$ cat src/epi_map.svh
`ifndef EPI_MAP_SVH
`define EPI_MAP_SVH
`define EPI_CLK_HZ 25000000
`define EPI_PRIME_US 1000
`define EPI_PRIME_CYC ((`EPI_PRIME_US * (`EPI_CLK_HZ / 1000000)))
`define EPI_FINAL_MULT 4
`define EPI_MAX_PRIME 4'hf
`define EPI_SETTLE_CYC 16'h0004
`define EPI_STROBE_CYC 16'h0008
`define EPI_LOCK_ADDR_BIT 4
`define EPI_VERIFY_ADDR_BIT 6
`define EPI_LOCK_DATA_BIT 7
`define EPI_ADDR_W 13
`define EPI_ERASED_BYTE 8'hff
`endif

$ cat src/epi_pkg.sv
package epi_pkg;
`include "epi_map.svh"
   typedef enum logic [2:0]
   {
      EPI_CMD_PROGRAM,
      EPI_CMD_READ,
      EPI_CMD_PROTECT,
      EPI_CMD_PROTECT_VERIFY,
      EPI_CMD_DISABLE
   } epi_cmd_t;
   typedef enum logic [1:0]
   {
      EPI_RES_OK,
      EPI_RES_FAIL,
      EPI_RES_PROTECTED
   } epi_res_t;
endpackage

$ cat src/epi_timer_if.sv
interface epi_timer_if;
   logic start;
   logic [31:0] count;
   logic done;
   modport owner (output start, output count, input done);
   modport timer (input start, input count, output done);
endinterface
$ cat src/epi_programmer.sv
`include "epi_map.svh"
module epi_programmer
   import epi_pkg::*;
(
   input wire logic core_clk_i,
   input wire logic nrst_i,
   input wire logic cmd_valid_i,
   input wire epi_cmd_t cmd_i,
   input wire logic [12:0] cmd_addr_i,
   input wire logic [7:0] cmd_data_i,
   output logic cmd_ready_o,
   output logic res_valid_o,
   output epi_res_t res_o,
   output logic [7:0] res_data_o,
   output logic [3:0] res_pulses_o,
   output logic chip_en_n_o,
   output logic out_strobe_n_o,
   output logic write_pulse_n_o,
   output logic [12:0] addr_o,
   output logic [7:0] byte_lines_o,
   output logic byte_lines_oe_o,
   input wire logic [7:0] byte_lines_i,
   output logic vpp_high_o,
   output logic vcc_high_o,
   output logic test_mode_input_o
);
   typedef enum logic [3:0]
   {
      ST_IDLE, ST_SETUP, ST_PULSE, ST_VSETUP, ST_VSTROBE, ST_FINAL, ST_RSTROBE,
      ST_PSETUP, ST_PPULSE, ST_FSETUP, ST_DONE
   } epi_state_t;
   epi_state_t state;
   epi_cmd_t cmd;
   logic [7:0] data;
   logic [3:0] prime_cnt;
   logic [7:0] s1, s2, s3;
   logic [7:0] rx;
   epi_timer_if tif ();
   epi_timer u_timer (.core_clk_i(core_clk_i), .nrst_i(nrst_i), .tif(tif));
   // Three-stage pin sampling; a change counts once stages two and three agree
   always_ff @(posedge core_clk_i)
   begin
      s1 <= byte_lines_i;
      s2 <= s1;
      s3 <= s2;
      if (s2 == s3)
      begin
         rx <= s3;
      end
   end
   wire verify_ok = (rx == data);
   wire retry_ok = (prime_cnt != `EPI_MAX_PRIME);
   wire [31:0] prime_cyc = 32'(`EPI_PRIME_CYC);
   wire [31:0] final_cyc = 32'(`EPI_PRIME_CYC * `EPI_FINAL_MULT) * {28'h0000000, prime_cnt};
   wire [31:0] settle_cyc = {16'h0000, `EPI_SETTLE_CYC};
   wire [31:0] strobe_cyc = {16'h0000, `EPI_STROBE_CYC};
   wire lock_bit = rx[`EPI_LOCK_DATA_BIT];
   wire setup_end = (state == ST_SETUP || state == ST_VSETUP || state == ST_PSETUP
      || state == ST_FSETUP) && tif.done;
   wire next_pulse = state == ST_VSTROBE && tif.done && cmd == EPI_CMD_PROGRAM
      && (verify_ok || retry_ok);
   assign tif.start = cmd_valid_i && cmd_ready_o
      || setup_end
      || state == ST_PULSE && tif.done
      || next_pulse;
   assign tif.count = (state == ST_SETUP || state == ST_PSETUP) ? prime_cyc
      : (state == ST_FSETUP) ? final_cyc
      : (state == ST_VSETUP) ? strobe_cyc
      : settle_cyc;
   always_ff @(posedge core_clk_i)
   begin
      if (!nrst_i)
      begin
         state <= ST_IDLE;
         cmd <= EPI_CMD_DISABLE;
         data <= `EPI_ERASED_BYTE;
         prime_cnt <= 4'h0;
         cmd_ready_o <= 1'b0;
         res_valid_o <= 1'b0;
         res_o <= EPI_RES_OK;
         res_data_o <= 8'h00;
         res_pulses_o <= 4'h0;
         chip_en_n_o <= 1'b1;
         out_strobe_n_o <= 1'b1;
         write_pulse_n_o <= 1'b1;
         addr_o <= 13'h0000;
         byte_lines_o <= 8'h00;
         byte_lines_oe_o <= 1'b0;
         vpp_high_o <= 1'b0;
         vcc_high_o <= 1'b0;
         test_mode_input_o <= 1'b0;
      end
      else
      begin
         res_valid_o <= 1'b0;
         unique case (state)
            ST_IDLE:
            begin
               cmd_ready_o <= 1'b1;
               out_strobe_n_o <= 1'b1;
               write_pulse_n_o <= 1'b1;
               byte_lines_oe_o <= 1'b0;
               if (cmd_valid_i && cmd_ready_o)
               begin
                  cmd_ready_o <= 1'b0;
                  cmd <= cmd_i;
                  data <= cmd_data_i;
                  addr_o <= cmd_addr_i;
                  prime_cnt <= 4'h0;
                  unique case (cmd_i)
                     EPI_CMD_PROGRAM:
                     begin
                        vpp_high_o <= 1'b1;
                        vcc_high_o <= 1'b1;
                        chip_en_n_o <= 1'b0;
                        byte_lines_o <= cmd_data_i;
                        byte_lines_oe_o <= 1'b1;
                        state <= ST_SETUP;
                     end
                     EPI_CMD_READ, EPI_CMD_PROTECT_VERIFY:
                     begin
                        vpp_high_o <= 1'b0;
                        vcc_high_o <= 1'b0;
                        chip_en_n_o <= 1'b0;
                        test_mode_input_o <= (cmd_i == EPI_CMD_PROTECT_VERIFY);
                        addr_o[`EPI_VERIFY_ADDR_BIT] <= (cmd_i == EPI_CMD_PROTECT_VERIFY)
                           ? 1'b0 : cmd_addr_i[`EPI_VERIFY_ADDR_BIT];
                        state <= ST_VSETUP;
                     end
                     EPI_CMD_PROTECT:
                     begin
                        chip_en_n_o <= 1'b1;
                        vpp_high_o <= 1'b1;
                        vcc_high_o <= 1'b1;
                        test_mode_input_o <= 1'b1;
                        addr_o[`EPI_LOCK_ADDR_BIT] <= 1'b1;
                        byte_lines_o <= `EPI_ERASED_BYTE;
                        byte_lines_oe_o <= 1'b1;
                        state <= ST_PSETUP;
                     end
                     default:
                     begin
                        chip_en_n_o <= 1'b0;
                        vpp_high_o <= 1'b0;
                        vcc_high_o <= 1'b0;
                        test_mode_input_o <= 1'b0;
                        res_o <= EPI_RES_OK;
                        state <= ST_DONE;
                     end
                  endcase
               end
            end
            ST_SETUP:
            begin
               if (tif.done)
               begin
                  write_pulse_n_o <= 1'b0;
                  prime_cnt <= prime_cnt + 4'h1;
                  state <= ST_PULSE;
               end
            end
            ST_PULSE:
            begin
               if (tif.done)
               begin
                  write_pulse_n_o <= 1'b1;
                  byte_lines_oe_o <= 1'b0;
                  state <= ST_VSETUP;
               end
            end
            ST_VSETUP:
            begin
               if (tif.done)
               begin
                  out_strobe_n_o <= 1'b0;
                  state <= ST_VSTROBE;
               end
            end
            ST_VSTROBE:
            begin
               if (tif.done)
               begin
                  out_strobe_n_o <= 1'b1;
                  res_data_o <= rx;
                  if (cmd == EPI_CMD_PROGRAM && verify_ok)
                  begin
                     byte_lines_o <= data;
                     byte_lines_oe_o <= 1'b1;
                     state <= ST_FSETUP;
                  end
                  else if (cmd == EPI_CMD_PROGRAM && retry_ok)
                  begin
                     byte_lines_oe_o <= 1'b1;
                     state <= ST_SETUP;
                  end
                  else
                  begin
                     res_o <= (cmd == EPI_CMD_PROGRAM) ? EPI_RES_FAIL
                        : (cmd == EPI_CMD_PROTECT_VERIFY && !lock_bit) ? EPI_RES_PROTECTED
                        : EPI_RES_OK;
                     state <= ST_DONE;
                  end
               end
            end
            ST_FSETUP:
            begin
               if (tif.done)
               begin
                  write_pulse_n_o <= 1'b0;
                  state <= ST_FINAL;
               end
            end
            ST_FINAL:
            begin
               if (tif.done)
               begin
                  write_pulse_n_o <= 1'b1;
                  byte_lines_oe_o <= 1'b0;
                  res_o <= EPI_RES_OK;
                  state <= ST_DONE;
               end
            end
            ST_PSETUP:
            begin
               if (tif.done)
               begin
                  byte_lines_o[`EPI_LOCK_DATA_BIT] <= 1'b0;
                  state <= ST_PPULSE;
               end
            end
            ST_PPULSE:
            begin
               if (tif.done)
               begin
                  byte_lines_o[`EPI_LOCK_DATA_BIT] <= 1'b1;
                  byte_lines_oe_o <= 1'b0;
                  res_o <= EPI_RES_OK;
                  state <= ST_DONE;
               end
            end
            ST_DONE:
            begin
               res_valid_o <= 1'b1;
               res_pulses_o <= prime_cnt;
               vpp_high_o <= 1'b0;
               vcc_high_o <= 1'b0;
               test_mode_input_o <= 1'b0;
               state <= ST_IDLE;
            end
         endcase
      end
   end
endmodule // epi_programmer

$ cat src/epi_timer.sv
module epi_timer
(
   input wire logic core_clk_i,
   input wire logic nrst_i,
   epi_timer_if.timer tif
);
   logic [31:0] remain;
   logic running;
   wire last = running && (remain == 32'h00000001);
   always_ff @(posedge core_clk_i)
   begin
      if (!nrst_i)
      begin
         remain <= 32'h00000000;
         running <= 1'b0;
      end
      else
      begin
         if (tif.start)
         begin
            remain <= tif.count;
            running <= 1'b1;
         end
         else if (running)
         begin
            remain <= remain - 32'h00000001;
            running <= !last;
         end
      end
   end
   // Done in the last counted cycle, so the owner acts after exactly count cycles
   assign tif.done = last;
endmodule // epi_timer

$ cat config.mk
export PLATFORM = sky130hd
export DESIGN_NAME = epi_programmer
export DESIGN_NICKNAME = d
export VERILOG_FILES = /design/src/epi_pkg.sv /design/src/epi_timer_if.sv /design/src/epi_programmer.sv /design/src/epi_timer.sv
export VERILOG_INCLUDE_DIRS = /design/src
export SDC_FILE = /design/constraint.sdc
export NUM_CORES = 1
export LEC_CHECK = 0
export BUFFER_PORTS_ARGS = -buffer_cell sky130_fd_sc_hd__buf_2
export CORE_UTILIZATION = 40
export DETAILED_ROUTE_END_ITERATION = 7
export PLACE_DENSITY_LB_ADDON = 0.12
export SYNTH_ARGS = -nofsm -noshare
export SYNTH_HDL_FRONTEND = slang
export SYNTH_SLANG_ARGS = --single-unit
export TNS_END_PERCENT = 10
$ cat constraint.sdc
create_clock -name core_clk_i -period 4 [get_ports core_clk_i]
set_input_delay 0.2 -clock core_clk_i [delete_from_list [all_inputs] [get_ports core_clk_i]]
set_output_delay 0.2 -clock core_clk_i [all_outputs]
set_load 0.02 [all_outputs]
# Word level (Yosys, flattened, before mapping)
# Cells that the tools add are included.
[word_totals]
register_bits = 127
out_inout_bits = 44
[classes]
addsub = 2
n_mul = 1
eq_ne = 36
n_mux = 58
n_reduce_logical = 51
[op_table]
columns = ["operator", "count"]
rows = [
  ["two-way mux 32 bit", 2],
  ["two-way mux 4 bit", 13],
  ["two-way mux 21 bit", 2],
  ["case mux 4 bit (9 select lines)", 1],
  ["equality test 32 x 1 -> 1 bit (second input constant)", 1],
  ["subtractor 32 x 1 -> 32 bit (second input constant)", 1],
  ["two-way mux 8 bit", 3],
  ["!= test 2 bit (second input constant)", 12],
  ["two-way mux 1 bit", 17],
  ["equality test 8 bit", 2],
  ["multiplier 12 x 4 -> 16 bit (first input constant)", 1],
  ["two-way mux 2 bit", 8],
  ["case mux 8 bit (2 select lines)", 1],
  ["case mux 7 bit (2 select lines)", 1],
  ["AND reduction 7 bit", 2],
  ["equality test 4 x 3 -> 1 bit (second input constant)", 3],
  ["equality test 4 bit (second input constant)", 3],
  ["case mux 1 bit (3 select lines)", 4],
  ["case mux 4 bit (3 select lines)", 1],
  ["AND reduction 3 bit", 4],
  ["nonzero test 3 bit", 4],
  ["logical AND 1 bit", 10],
  ["!= test 2 x 1 -> 1 bit (second input constant)", 5],
  ["OR reduction 2 bit", 5],
  ["other kinds (23)", 42],
]

# Logic depth before layout (Yosys ltp)
[depth]
ltp_word = 9
mapped_depth = 12
ltp_nobuf = 11

# Cells and area by module
# A second synthesis with hierarchy kept.
[unflattened]
hier_cells = 770
area_unflattened_um2 = 6681.4
[by_module_without_submodules]
columns = ["mod", "instances", "cells_each", "area_per_inst_um2", "seq_area_each_um2"]
rows = [
  ["epi_programmer", 1, 531, 4682.0, 1961.9],
  ["epi_timer", 1, 239, 1999.4, 660.6],
]

# Worst setup path before layout
# Ideal clock, no wire load.
[synth_path]
path_type = "flip-flop to flip-flop"
startpoint = "register prime_cnt[2]"
endpoint = "register u_timer.remain[16]"
arrival_ns = 2.469
required_ns = 3.897
path_slack_ns = 1.428
stages_incl_launch_ff = 12
n_path_buf = 0
synth_period_minus_slack_ns = 2.572
cell_sequence = "dfxtp_1 inv_1 ha_1 inv_1 ha_1 ha_1 o21ai_0 o21ai_0 o2111ai_1 xor2_1 a21oi_1 a2111oi_2"
[synth_via]
elab_chain_len = 5
word_cells_on_any_way = 9
cone_classes = "mul (1); eq/ne (1); mux (3); reduce/logical (4)"
[synth_lines]
columns = ["element", "line_no", "source"]
rows = [
  ["start, declared", "epi_programmer.sv:35", "logic [3:0] prime_cnt;"],
  ["start signal, assigned", "epi_programmer.sv:158", "prime_cnt <= prime_cnt + 4'h1;"],
  ["parallel branches: the longest is 5 deep, another holds multiplier 12 x 4 -> 16 bit", "--", ""],
  ["end signal, assigned", "epi_timer.sv:21", "remain <= tif.count;"],
  ["end signal, assigned", "epi_timer.sv:26", "remain <= remain - 32'h00000001;"],
  ["end, declared", "epi_timer.sv:7", "logic [31:0] remain;"],
]
# Parallel ways; which one is timed is not known.
# A chain may end at the register's enable or synchronous reset.

# Worst setup path in the final report
# Same ends and word-level chain as after synthesis.

==> impl_metrics.tcl <==
set metrics [dict create \
    grtUsageMet2_pct 36.5 \
    yosysTopAreaCellShare_pct 38.7 \
    layout_common_cells "dfxtp_1, nand2_1, buf_2" \
    hold_path_startpoint "cmd_addr_i[8]" \
    path_max_fanout 8 \
    grt_busiest_layer "met2" \
    outcome "completed" \
    worstSetupStartpoint "prime_cnt[2]$_SDFFE_PN0P_" \
    drive_gt1_share_pct 16.3 \
    synthCells 714 \
    die_height_um 126 \
    power_mw 5.06 \
    power_density_nw_per_um2 686 \
    drc 0 \
    layout_commonest_cell "dfxtp_1" \
    cts_resized 0 \
    skew_ns 0.00817 \
    cts_setup_buffers 0 \
    dp.final_hpwl_um 11800 \
    worst_pin_slew_ns 1.06 \
    relSlewSlack_pct 28.5 \
    ys_top_cells_by_area "dfxtp_1, nand2_1, xor2_1" \
    max_freq_mhz 335 \
    cts_sinks 127 \
    p_leak_nw 3.13 \
    postRouteWirelength_um 16400 \
    coreArea_um2 14800 \
    end_kind "flip-flop" \
    syn_area_um2 6160 \
    fp-row-count 44 \
    io_pins 79 \
    start_util_pct 41.8 \
    critical_path_required_ns 4.31 \
    gp_congestion 0.829 \
    vias 5415 \
    nets 848 \
    reg2reg_slack_ns 1.01 \
    avgViaCountPerCell 5.48 \
    cts.htree.levels 4 \
    cts_buffers 17 \
    vdd_ir_drop_max_mv 0.359 \
    cts_buffer_depth 2 \
    grt_pass1_vias 5315 \
    slew_viol_final 0 \
    grt_max_degree 51 \
    postRouteAntennaNets 0 \
    setup_violations 0 \
    drt-wirelength-per-cell_um 16.5 \
    synth_seq_area_share_pct 42.6 \
    synth_area_per_cell_um2 8.63 \
    cp.arrival_ns 3.29 \
    drv_cap 0 \
    clk-insertion-delay-late_ns 0.41 \
    crit_path_start_kind "flip-flop" \
    r2r_start "prime_cnt[2]$_SDFFE_PN0P_" \
    finalHoldViolCount 0 \
    ys.flop_type "dfxtp_1" \
    io_buffers 78 \
    grt_use_met3_pct 3.65 \
    grtUsageTotal_pct 21.6 \
    drtIter0Drc 330 \
    fin_crit_sh_pct 74.6 \
    synth_cell_types 66 \
    hold_path_class "in -> reg" \
    cts_root_buf "clkbuf_16" \
    die_x_um 126 \
    clk_pin_slew_ns 0.06 \
    tns_ns 0 \
    n_antenna_cell 0 \
    synth_edf_count 8 \
    grt.met1_usage_pct 27.6 \
    syn_nets 770 \
    rsz0062_at_grt "no" \
    cts_tree "built" \
    grt-ovfl-total 0 \
    synth_seq_cells 127 \
    grt_pass1_wl_um 27200 \
    synth_warnings 0 \
    syn_to_final_growth_pct 19.7 \
    crit_type "reg -> reg" \
    synth_area_leader_cell "dfxtp_1" \
    async_reset_ff_share_pct 0 \
    finalCriticalPeriod_ns 2.99 \
    antenna_found_initial 1 \
    dieArea_um2 15900 \
    first_pass_iters 5 \
    cts_hold_buf 10 \
]
power breakdown:
part / internal, mW / switching (mW)
combinational: 0.679 / 1.11
sequential: 1.50 / 0.259
clock: 0.837 / 0.671
state kept, by name, summed over array words and instances (netlist names), 8 cells and up:
name / flops
addr_o: 13
byte_lines_o: 8
s2: 8
data: 8
u_timer.remain: 32
rx: 8
s1: 8
res_data_o: 8
s3: 8
kinds of logic after synthesis:
group,share of synthesized area (%)
simple gates,22.9
mux,2.78
buf+inv,3.37
fa+ha+maj,4.26
xor+xnor,8.10
flops,42.6
compound gates,16.0
per-stage QoR:
stage	instances	instance area [µm²]	hold slack, ns	setup WS, ns	utilization, %
global placement	947	6690	0.302	1.05	45.3
finish	989	7370	0.0236	1.01	50.0
floorplan	714	6160	0.228	1.43	-
detailed placement	947	6690	0.304	1.05	45.3
CTS	989	7370	0.00225	1.02	50.0
global route	989	7370	0.0151	0.775	50.0
metal layers:
layer	up-vias	part of all wire [%]
met5	-	0.061
met2	122	49
li1	2702	-
met4	2	1.1
met3	15	4.3
met1	2574	45
Yosys cell counts, types with 3 or more instances:
library cell	instances
o22ai_1	3
ha_1	21
nand2_1	112
edfxtp_1	8
nand2b_1	5
nor2b_1	7
nor2_1	61
clkinv_1	3
nor3_1	20
buf_2	4
or3_1	7
xnor2_1	23
nand3b_1	3
a21oi_1	54
o21ai_0	20
and2_1	5
buf_1	5
and3_1	5
a31oi_1	4
o31ai_1	5
o221ai_1	8
mux2i_1	16
nand3_1	31
o211ai_1	5
a21o_1	7
inv_1	9
o21a_1	3
nand4_1	10
xor2_1	34
dfxtp_1	119
a211o_1	4
or4_1	3
a211oi_1	12
nor4_1	13
o2111ai_1	3
clkbuf_1	26
and4_1	3
area by class of cell:
type	instances	area, µm²
Tap cell	184	230
Clock inverter	15	160
Clock buffer	17	425
Timing Repair Buffer	97	558
Inverter	12	45.0
Multi-Input combinational cell	537	3330
Fill cell	1432	7380
Sequential cell	127	2620
worst max-delay path: stages, from the launching register on:
cell	delay [ns]
dfxtp_1	0.49
inv_1	0.13
ha_1	0.30
inv_1	0.04
ha_1	0.38
ha_1	0.37
o21ai_0	0.16
o21ai_0	0.21
o2111ai_1	0.17
xor2_1	0.18
a21oi_1	0.10
a2111oi_2	0.35
final timing paths:
kind	endpoint	cells after the start
max	u_timer.remain[16]$_SDFFE_PN0P_	11
min	addr_o[8]$_SDFFE_PN0P_	3
max reg2reg	u_timer.remain[16]$_SDFFE_PN0P_	11
min reg2reg	s2[2]$_DFF_P_	0
Note: power is estimated with default switching activity, not from simulation.
